### config.mk
export PLATFORM = sky130hd
export DESIGN_NAME = rdm_ctrl
export DESIGN_NICKNAME = d
export VERILOG_FILES = /design/src/verilog/rdm_pkg.sv /design/src/verilog/rdm_ctrl.sv
export SDC_FILE = /design/constraint.sdc
export NUM_CORES = 1
export LEC_CHECK = 0
export BUFFER_PORTS_ARGS = -buffer_cell sky130_fd_sc_hd__buf_4
export CAP_MARGIN = 20
export CORE_MARGIN = 2
export CORE_UTILIZATION = 51
export DETAILED_ROUTE_END_ITERATION = 6
export HOLD_SLACK_MARGIN = 0.15
export PLACE_DENSITY = 0.93
export SLEW_MARGIN = 5
export SYNTH_ARGS = -nofsm -noshare
export SYNTH_HDL_FRONTEND = slang
export SYNTH_SLANG_ARGS = --single-unit
### constraint.sdc
create_clock -name pclk -period 6.3 [get_ports pclk]
set_clock_uncertainty 0.05 [all_clocks]
set_input_delay 0.315 -clock pclk [delete_from_list [all_inputs] [get_ports pclk]]
set_output_delay 0.315 -clock pclk [all_outputs]
set_load 0.02 [all_outputs]
### src/verilog/rdm_pkg.sv
// Constants, types and lookup tables for the re-driver mux control block.
// Assumes a single 125 MHz clock and APB access to the control registers.
// Summary of operation
// RULE_01: Orientation high routes channel 1, else channel 2.
// RULE_02: Unselected receive pair gets weak termination only.
// RULE_03: Repeat receiver detection; on success enable termination.
// RULE_04: Exactly three power states: disconnect, U2/U3, U0.
// RULE_05: Disconnect polls both outputs; U0 on both terminated.
// RULE_06: U0 holds while traffic keeps arriving.
// RULE_07: U2/U3 keeps polling far-end termination.
// RULE_08: LFPS on input disables de-emphasis on output.
// RULE_09: Configuration pins decode low, float, high distinctly.
// RULE_10: Processor-side settings follow the nine-entry table.
// RULE_11: Connector-side settings follow the nine-entry table.
// RULE_12: Leaving U0, output goes idle after entry delay.
// RULE_13: Idle break starts output signalling within exit delay.
// RULE_14: Pin levels are two-bit codes; FH reads 3.5.
package rdm_pkg;

  // Three-state pin level codes; the fourth code is taken as float.
  localparam logic [1:0] LVL_LOW   = 2'h0;
  localparam logic [1:0] LVL_FLOAT = 2'h1;
  localparam logic [1:0] LVL_HIGH  = 2'h2;

  // De-emphasis, swing and equalization setting codes.
  localparam logic [1:0] DE_0DB  = 2'h0;
  localparam logic [1:0] DE_35DB = 2'h1;
  localparam logic [1:0] DE_6DB  = 2'h2;
  localparam logic       OS_09V  = 1'b0;
  localparam logic       OS_11V  = 1'b1;
  localparam logic [1:0] EQ_0DB  = 2'h0;
  localparam logic [1:0] EQ_3DB  = 2'h1;
  localparam logic [1:0] EQ_6DB  = 2'h2;
  localparam logic [1:0] EQ_9DB  = 2'h3;

  // Minimum weak termination of an unselected receive pair, in kilo-ohms.
  localparam int TERM_MIN_KOHM = 50;

  // One driver and receiver setting.
  typedef struct packed {
    logic [1:0] de;
    logic       os;
    logic [1:0] eq;
  } rdm_set_t;

  // Routing and termination controls for the two connector channels.
  typedef struct packed {
    logic ch1_active;
    logic ch2_active;
    logic ch1_rx_weak_term;
    logic ch2_rx_weak_term;
  } rdm_mux_t;

  // Settings indexed by level(a) * 3 + level(b).
  localparam rdm_set_t PROC_TBL [0:8] = '{
    '{DE_35DB, OS_11V, EQ_3DB}, '{DE_35DB, OS_09V, EQ_3DB}, '{DE_0DB, OS_11V, EQ_3DB},
    '{DE_0DB, OS_09V, EQ_3DB}, '{DE_35DB, OS_11V, EQ_0DB}, '{DE_35DB, OS_09V, EQ_0DB},
    '{DE_0DB, OS_11V, EQ_0DB}, '{DE_0DB, OS_09V, EQ_0DB}, '{DE_6DB, OS_11V, EQ_6DB}};
  localparam rdm_set_t CONN_TBL [0:8] = '{
    '{DE_6DB, OS_11V, EQ_0DB}, '{DE_35DB, OS_11V, EQ_0DB}, '{DE_35DB, OS_09V, EQ_0DB},
    '{DE_6DB, OS_09V, EQ_0DB}, '{DE_35DB, OS_11V, EQ_6DB}, '{DE_35DB, OS_09V, EQ_6DB},
    '{DE_6DB, OS_11V, EQ_6DB}, '{DE_6DB, OS_09V, EQ_6DB}, '{DE_6DB, OS_11V, EQ_9DB}};

  // Electrical idle delays and the cycle counts derived from the clock.
  localparam int CLK_PERIOD_NS      = 8;
  localparam int T_IDLE_ENTRY_NS    = 6;
  localparam int T_IDLE_EXIT_NS     = 6;
  localparam int IDLE_ENTRY_CYC     = (T_IDLE_ENTRY_NS / CLK_PERIOD_NS < 1) ? 1 : T_IDLE_ENTRY_NS / CLK_PERIOD_NS;
  localparam int IDLE_EXIT_CYC      = (T_IDLE_EXIT_NS / CLK_PERIOD_NS < 1) ? 1 : T_IDLE_EXIT_NS / CLK_PERIOD_NS;
  localparam logic [3:0] IDLE_ENTRY = 4'(IDLE_ENTRY_CYC);
  localparam logic [3:0] IDLE_EXIT  = 4'(IDLE_EXIT_CYC);

  // Register map, byte addresses, and reset values.
  localparam logic [7:0]  ADDR_CTRL     = 8'h00;
  localparam logic [7:0]  ADDR_STATUS   = 8'h04;
  localparam logic [7:0]  ADDR_SETTINGS = 8'h08;
  localparam logic [1:0]  CTRL_RESET    = 2'h3;
  localparam int          CTRL_DET_EN   = 0;
  localparam int          CTRL_LFPS_AUTO = 1;
  localparam int          SET_CONN_LSB  = 8;

  // Power state codes as shown in the status register.
  localparam logic [1:0] PS_DISC = 2'h0;
  localparam logic [1:0] PS_U23  = 2'h1;
  localparam logic [1:0] PS_U0   = 2'h2;

endpackage

### src/verilog/rdm_ctrl.sv
// Control logic of a dual-channel re-driver with a 2:1 orientation mux.
// Assumes all inputs synchronous to pclk and analog detectors outside.
//
// Chosen here: register access over APB and the placing of the registers.
`timescale 1ns/100ps

module rdm_ctrl #(
  parameter int DET_PERIOD = 1000
) (
  input  wire logic             pclk,
  input  wire logic             presetn,
  input  wire logic             psel,
  input  wire logic             penable,
  input  wire logic             pwrite,
  input  wire logic [7:0]       paddr,
  input  wire logic [31:0]      pwdata,
  output logic [31:0]           prdata,
  output logic                  pready,
  output logic                  pslverr,
  input  wire logic             orientation_select,
  input  wire logic [1:0]       proc_cfg_a,
  input  wire logic [1:0]       proc_cfg_b,
  input  wire logic [1:0]       conn_cfg_a,
  input  wire logic [1:0]       conn_cfg_b,
  input  wire logic             term_det_done,
  input  wire logic             term_det_both,
  input  wire logic             lfps_det_proc,
  input  wire logic             lfps_det_conn,
  input  wire logic             traffic_det,
  output rdm_pkg::rdm_mux_t     mux_out,
  output rdm_pkg::rdm_set_t     proc_drv,
  output rdm_pkg::rdm_set_t     conn_drv,
  output logic                  rxdet_req,
  output logic                  rx_term_en,
  output logic                  out_idle
);

  // Power states of the link manager.
  typedef enum logic [1:0] {ST_DISC, ST_U23, ST_U0} rdm_state_t;

  // Reload value that spaces detection requests DET_PERIOD cycles apart.
  localparam logic [15:0] DET_RELOAD = 16'(DET_PERIOD - 1);

  rdm_state_t        state_reg;      // Current power state.
  rdm_state_t        state_next;     // Next power state.
  logic [15:0]       det_cnt_reg;    // Countdown to the next detection request.
  logic [15:0]       det_cnt_next;   // Next detection countdown.
  logic              rxdet_next;     // Next detection request pulse.
  logic [3:0]        idle_cnt_reg;   // Cycles the idle target has differed.
  logic [3:0]        idle_cnt_next;  // Next idle delay count.
  logic              idle_next;      // Next electrical idle output.
  logic              idle_target;    // Idle level the output is heading for.
  logic              lfps_any;       // LFPS seen on either input.
  logic [1:0]        ctrl_reg;       // Detection enable and LFPS automatic control.
  logic [1:0]        ctrl_next;      // Next control value.
  logic [31:0]       prdata_next;    // Next read data.
  logic              pready_next;    // Next ready.
  logic              pslverr_next;   // Next error.
  logic              mapped;         // Address hits a register.
  rdm_pkg::rdm_set_t proc_tbl_set;   // Processor-side table entry.
  rdm_pkg::rdm_set_t conn_tbl_set;   // Connector-side table entry.
  rdm_pkg::rdm_set_t proc_drv_next;  // Next processor-side setting.
  rdm_pkg::rdm_set_t conn_drv_next;  // Next connector-side setting.
  rdm_pkg::rdm_mux_t mux_next;       // Next routing.
  logic [1:0]        ps_code;        // Power state as a status code.

  // Maps a pin level code to 0, 1 or 2; the unused code counts as float.
  function automatic logic [3:0] lvl(input logic [1:0] code);
    logic [3:0] r;
    r = {2'h0, code};
    // The spare code is read as a floating pin, the middle setting.
    if (code == 2'h3) begin
      r = {2'h0, rdm_pkg::LVL_FLOAT};
    end
    return r;
  endfunction

  // Forms the table index from the two level codes of a pin pair.
  function automatic logic [3:0] tbl_idx(input logic [1:0] a, input logic [1:0] b);
    logic [3:0] r;
    r = 4'((lvl(a) * 4'h3) + lvl(b));
    return r;
  endfunction

  assign lfps_any = lfps_det_proc | lfps_det_conn;

  // Power state machine and the periodic far-end termination poll.
  always_comb begin
    // Hold the state and the poll counter unless a branch below moves them.
    state_next   = state_reg;
    det_cnt_next = det_cnt_reg;
    rxdet_next   = 1'b0;
    case (state_reg)
      ST_DISC: begin
        // Only a hit on both transmit outputs counts as a connection.
        if (term_det_done && term_det_both) begin
          state_next = ST_U0; // RULE_05
        end
      end
      ST_U0: begin
        // Traffic or signalling keeps the link active.
        if (!traffic_det && !lfps_any) begin
          state_next = ST_U23; // RULE_06
        end
      end
      ST_U23: begin
        // Signalling wakes the link; a lost partner drops to disconnect.
        if (traffic_det || lfps_any) begin
          state_next = ST_U0;
        end else if (term_det_done && !term_det_both) begin
          state_next = ST_DISC; // RULE_07
        end
      end
      default: begin
        // An unused code falls back to the lowest power state.
        state_next = ST_DISC; // RULE_04
      end
    endcase
    // Detection repeats outside U0 while software leaves it enabled.
    if (ctrl_reg[rdm_pkg::CTRL_DET_EN] && state_reg != ST_U0) begin
      if (det_cnt_reg == 16'h0000) begin
        rxdet_next   = 1'b1; // RULE_03
        det_cnt_next = DET_RELOAD;
      end else begin
        det_cnt_next = det_cnt_reg - 16'h0001;
      end
    end else begin
      det_cnt_next = DET_RELOAD;
    end
  end

  // Electrical idle follows signal presence, and is forced in disconnect, after the entry or exit delay.
  always_comb begin
    idle_target   = !(traffic_det || lfps_any) || state_reg == ST_DISC;
    idle_next     = out_idle;
    idle_cnt_next = 4'h0;
    // The delay count only runs while a change of level is pending.
    if (idle_target != out_idle) begin
      // A pending change waits out its own delay; the count restarts on a bounce.
      if (idle_cnt_reg + 4'h1 >= (idle_target ? rdm_pkg::IDLE_ENTRY : rdm_pkg::IDLE_EXIT)) begin
        idle_next = idle_target; // RULE_12 RULE_13
      end else begin
        idle_cnt_next = idle_cnt_reg + 4'h1;
      end
    end
  end

  // Settings from the straps, routing from orientation, LFPS override.
  always_comb begin
    // Both tables are indexed by the two level codes of their pin pair.
    proc_tbl_set  = rdm_pkg::PROC_TBL[tbl_idx(proc_cfg_a, proc_cfg_b)]; // RULE_09 RULE_10 RULE_14
    conn_tbl_set  = rdm_pkg::CONN_TBL[tbl_idx(conn_cfg_a, conn_cfg_b)]; // RULE_11
    proc_drv_next = proc_tbl_set;
    conn_drv_next = conn_tbl_set;
    // The driver toward the processor re-drives what the connector receives.
    if (ctrl_reg[rdm_pkg::CTRL_LFPS_AUTO] && lfps_det_conn) begin
      proc_drv_next.de = rdm_pkg::DE_0DB; // RULE_08
    end
    if (ctrl_reg[rdm_pkg::CTRL_LFPS_AUTO] && lfps_det_proc) begin
      conn_drv_next.de = rdm_pkg::DE_0DB; // RULE_08
    end
    // The selected channel carries the pairs; the other is only weakly terminated.
    mux_next.ch1_active       = orientation_select; // RULE_01
    mux_next.ch2_active       = !orientation_select;
    mux_next.ch1_rx_weak_term = !orientation_select; // RULE_02
    mux_next.ch2_rx_weak_term = orientation_select;
  end

  // APB slave: one wait state, read data and error valid with ready.
  always_comb begin
    // Fixed status codes keep software independent of the enum encoding.
    case (state_reg)
      ST_U0:   ps_code = rdm_pkg::PS_U0;
      ST_U23:  ps_code = rdm_pkg::PS_U23;
      default: ps_code = rdm_pkg::PS_DISC;
    endcase
    // Only the three registers are mapped; any other address is refused.
    mapped       = paddr == rdm_pkg::ADDR_CTRL || paddr == rdm_pkg::ADDR_STATUS ||
                   paddr == rdm_pkg::ADDR_SETTINGS;
    pready_next  = psel && penable && !pready;
    pslverr_next = pready_next && !mapped;
    prdata_next  = 32'h0000_0000;
    ctrl_next    = ctrl_reg;
    // Read data is registered so that it stands in the same cycle as ready.
    if (pready_next && !pwrite) begin
      case (paddr)
        rdm_pkg::ADDR_CTRL:     prdata_next = {30'h0, ctrl_reg};
        rdm_pkg::ADDR_STATUS:   prdata_next = {27'h0, rx_term_en, out_idle, orientation_select, ps_code};
        rdm_pkg::ADDR_SETTINGS: prdata_next = {19'h0, conn_drv, 3'h0, proc_drv};
        default:                prdata_next = 32'h0000_0000;
      endcase
    end
    // A write takes effect on the edge that completes the access.
    if (psel && penable && pready && pwrite && paddr == rdm_pkg::ADDR_CTRL) begin
      ctrl_next = pwdata[1:0];
    end
  end

  // All state and every output register.
  always_ff @(posedge pclk or negedge presetn) begin
    if (!presetn) begin
      // Reset leaves the output idle and both control bits enabled.
      state_reg    <= ST_DISC;
      det_cnt_reg  <= 16'h0000;
      rxdet_req    <= 1'b0;
      rx_term_en   <= 1'b0;
      idle_cnt_reg <= 4'h0;
      out_idle     <= 1'b1;
      ctrl_reg     <= rdm_pkg::CTRL_RESET;
      prdata       <= 32'h0000_0000;
      pready       <= 1'b0;
      pslverr      <= 1'b0;
      proc_drv     <= '0;
      conn_drv     <= '0;
      mux_out      <= '0;
    end else begin
      // Every register loads its next value on each edge.
      state_reg    <= state_next;
      det_cnt_reg  <= det_cnt_next;
      rxdet_req    <= rxdet_next;
      rx_term_en   <= state_next != ST_DISC; // RULE_03
      idle_cnt_reg <= idle_cnt_next;
      out_idle     <= idle_next;
      ctrl_reg     <= ctrl_next;
      prdata       <= prdata_next;
      pready       <= pready_next;
      pslverr      <= pslverr_next;
      proc_drv     <= proc_drv_next;
      conn_drv     <= conn_drv_next;
      mux_out      <= mux_next;
    end
  end

  // Checks on the behaviour above.
  // Idle delays truncate to whole cycles, at least one; these bound the idle windows below.
  localparam int ENTRY_W = rdm_pkg::IDLE_ENTRY_CYC;
  localparam int EXIT_W  = rdm_pkg::IDLE_EXIT_CYC;
endmodule

==> metrics.yaml <==
status:
  status: "finished, final reports clean"
synth:
  synthTopCellsByArea: "dfrtp_1, buf_4, ha_1"
  synth_commonest_cells: "dfrtp_1, buf_4, nor2_1"
  async_flop_share_pct: 100.0
  synth_edf_count: 0
  synth_flop_cell: "dfrtp_1"
  yosysTopAreaCell: "dfrtp_1"
  ys_seq_area_share_pct: 51.36
  syn_inst: 230
  synth_seq_cells: 51
  synth_top_area_share_pct: 48.19
  synth_cell_types: 44
  synthesis.area_um2: 2492
  ys_warn_count: 0
  yosys.cell_count.top_type: "dfrtp_1"
  syn_avg_cell_area_um2: 10.84
placement:
  dp_slack_ps: 3888
  hpwl_mm: 3.734
  place.gp.congestion: 0.8337
  io_buffers: 57
  dp.cells: 349
worst_hold_path:
  holdPathStages: 2
  worstHoldPathType: "in -> reg"
timing:
  drv_slew: 0
  setup_viol: 0
  clock.fmax_mhz: 405.6
  hold_viol_final: 0
  setup_ws_ps: 3835
  slew_headroom_pct: 41.64
  finalCritPeriodShare_pct: 39.13
  rsz0062_at_grt: "no"
  worstMarginPinSlew_ps: 867.3
  setup_tns_ps: 0
  whs_ps: 182.3
  layout_min_cycle_time_ps: 2465
global_route:
  grt_max_degree: 52
  grt_pass1_vias: 1692
  grt.total_usage_pct: 19.29
  grt_pass1_wl_mm: 7.817
  grt_antenna_before_repair: 0
  overflow: 0
floorplan:
  fp-row-count: 25
  fp.dieH_um: 73.91
  die_x_um: 73.91
  core-area_um2: 4723
  io_pins: 110
  start_util_pct: 52.77
  die_area_um2: 5462
detailed_routing:
  drt_wl_total_mm: 5.126
  avgViaCountPerCell: 5.155
  vias: 1861
  drt_iter0_markers: 182
  ant_nets: 0
  wire_per_inst_um: 14.20
  first_pass_iters: 4
  drc: 0
pwr:
  ir_worst_vdd_mv: 0.1144
  power.total_mw: 0.7001
  leakage_nw: 1.416
  p_per_area_nw_per_um2: 231.5
final_layout:
  n_antenna_cell: 0
  drive_gt1_share_pct: 27.89
  nFillCells: 367
  layoutNonFillerInstCount: 361
  largest_reg_flops: 16
  fin_nets: 361
  syn_to_final_growth_pct: 21.34
clock_network:
  clock_path_buffers: 2
  clock_latency_ps: 310
  clk_pin_slew_worst_paths_ps: 90
  cts_made_buffers: 5
  root_buffer: "clkbuf_8"
  cts_setup_buffers: 0
  cts_tree: "yes"
  clock_sinks: 51
  htree_levels: 2
setup_path:
  critical_path_required_ps: 6430
  cp.arrival_ps: 2590
  critPathMaxFanout: 8
  path_depth: 6
  worstSetupPathType: "reg -> reg"
  start_kind: "flip-flop"
  timing.critical_path.buf_inv: 1
  crit_chain: "inv_1, ha_1, nor3b_1, nand2_1, o311ai_4, nor2_1"
  endpoint_kind: "flip-flop"
  worst_path_max_delay_cell: "nor3b_1"
  rr_worst_depth: 6
  cpPeakStageDelay_ps: 660
  cp_top_family: "simple AND/OR/NAND/NOR gates"
job:
  maxCapViolCount: 0
-- kinds of logic (layout without fill, tap and decap cells) --
| family | after synthesis | in the layout | synth area share [%] |
|---|---|---|---|
| other | 1 | 24 | 0.1505 |
| flip-flops | 51 | 51 | 51.36 |
| multiplexers | 4 | 4 | 2.058 |
| buffers and inverters | 39 | 80 | 9.488 |
| adder cells (fa/ha/maj) | 9 | 9 | 5.120 |
| AND/OR/NAND/NOR | 86 | 86 | 19.13 |
| XOR/XNOR | 16 | 16 | 5.622 |
| AO/OA/AOI/OAI | 24 | 24 | 7.079 |
-- metal layers --
metal	global-route usage (%)	wire length (um)	vias to the layer above
met5	0	0	-
li1	-	-	869
met3	5.624	228	6
met4	7.071	74	0
met2	31.25	2682	53
met1	24.69	2141	933
-- repair_timing --
action | CTS | global route
endpoints found under the hold margin | 53 | 0
hold buffers | 4 | 0
resized for setup | 0 | 0
-- metrics by stage --
step / utilization [%] / cell area, um2
after detailed placement: 61.30 / 2895
after floorplan: - / 2579
after CTS: 64.03 / 3024
after global routing: 64.03 / 3024
after global placement: 61.30 / 2895
final: 64.03 / 3024
-- area by class of cell --
| class | instances | area [um2] | area share, % |
|---|---|---|---|
| sequential | 51 | 1280 | 42.33 |
| multi-input combinational | 163 | 1062 | 35.13 |
| clock buffer | 5 | 68.82 | 2.276 |
| inverter | 11 | 41.29 | 1.365 |
| clock inverter | 3 | 20.02 | 0.6620 |
| tap | 67 | 83.83 | 2.772 |
| timing repair buffer | 61 | 467.9 | 15.47 |
-- worst paths after layout --
| kind | from | to | slack, ps |
|---|---|---|---|
| min in group asynchronous | presetn | rx_term_en | 510 |
| worst max-delay path | det_cnt_reg[0] | det_cnt_reg[4] | 3830 |
| worst max register to register | det_cnt_reg[0] | det_cnt_reg[4] | 3830 |
| worst min register to register | conn_drv[0] | prdata[8] | 470 |
| max in group asynchronous | presetn | pslverr | 5290 |
| worst min-delay path | pwdata[1] | ctrl_reg[1] | 180 |
-- cells in the final DEF, fill, tap and decap left out, drive strengths merged, types with 6 or more instances in the layout --
master	Yosys	routed
and3	7	7
or4	7	7
nand2	16	16
buf	24	57
xor2	10	10
conb	1	24
inv	11	11
nor2	17	17
dfrtp	48	48
nor4	6	6
xnor2	6	6
nor2b	6	6
ha	7	7
a21oi	8	8
-- power breakdown --
part,switching [mW],internal [mW],total (mW)
Sequential,0.0177,0.352,0.369
Clock,0.108,0.0774,0.185
Combinational,0.0858,0.0598,0.146
Total,0.211,0.489,0.700
(Power assumes the default switching activity.)
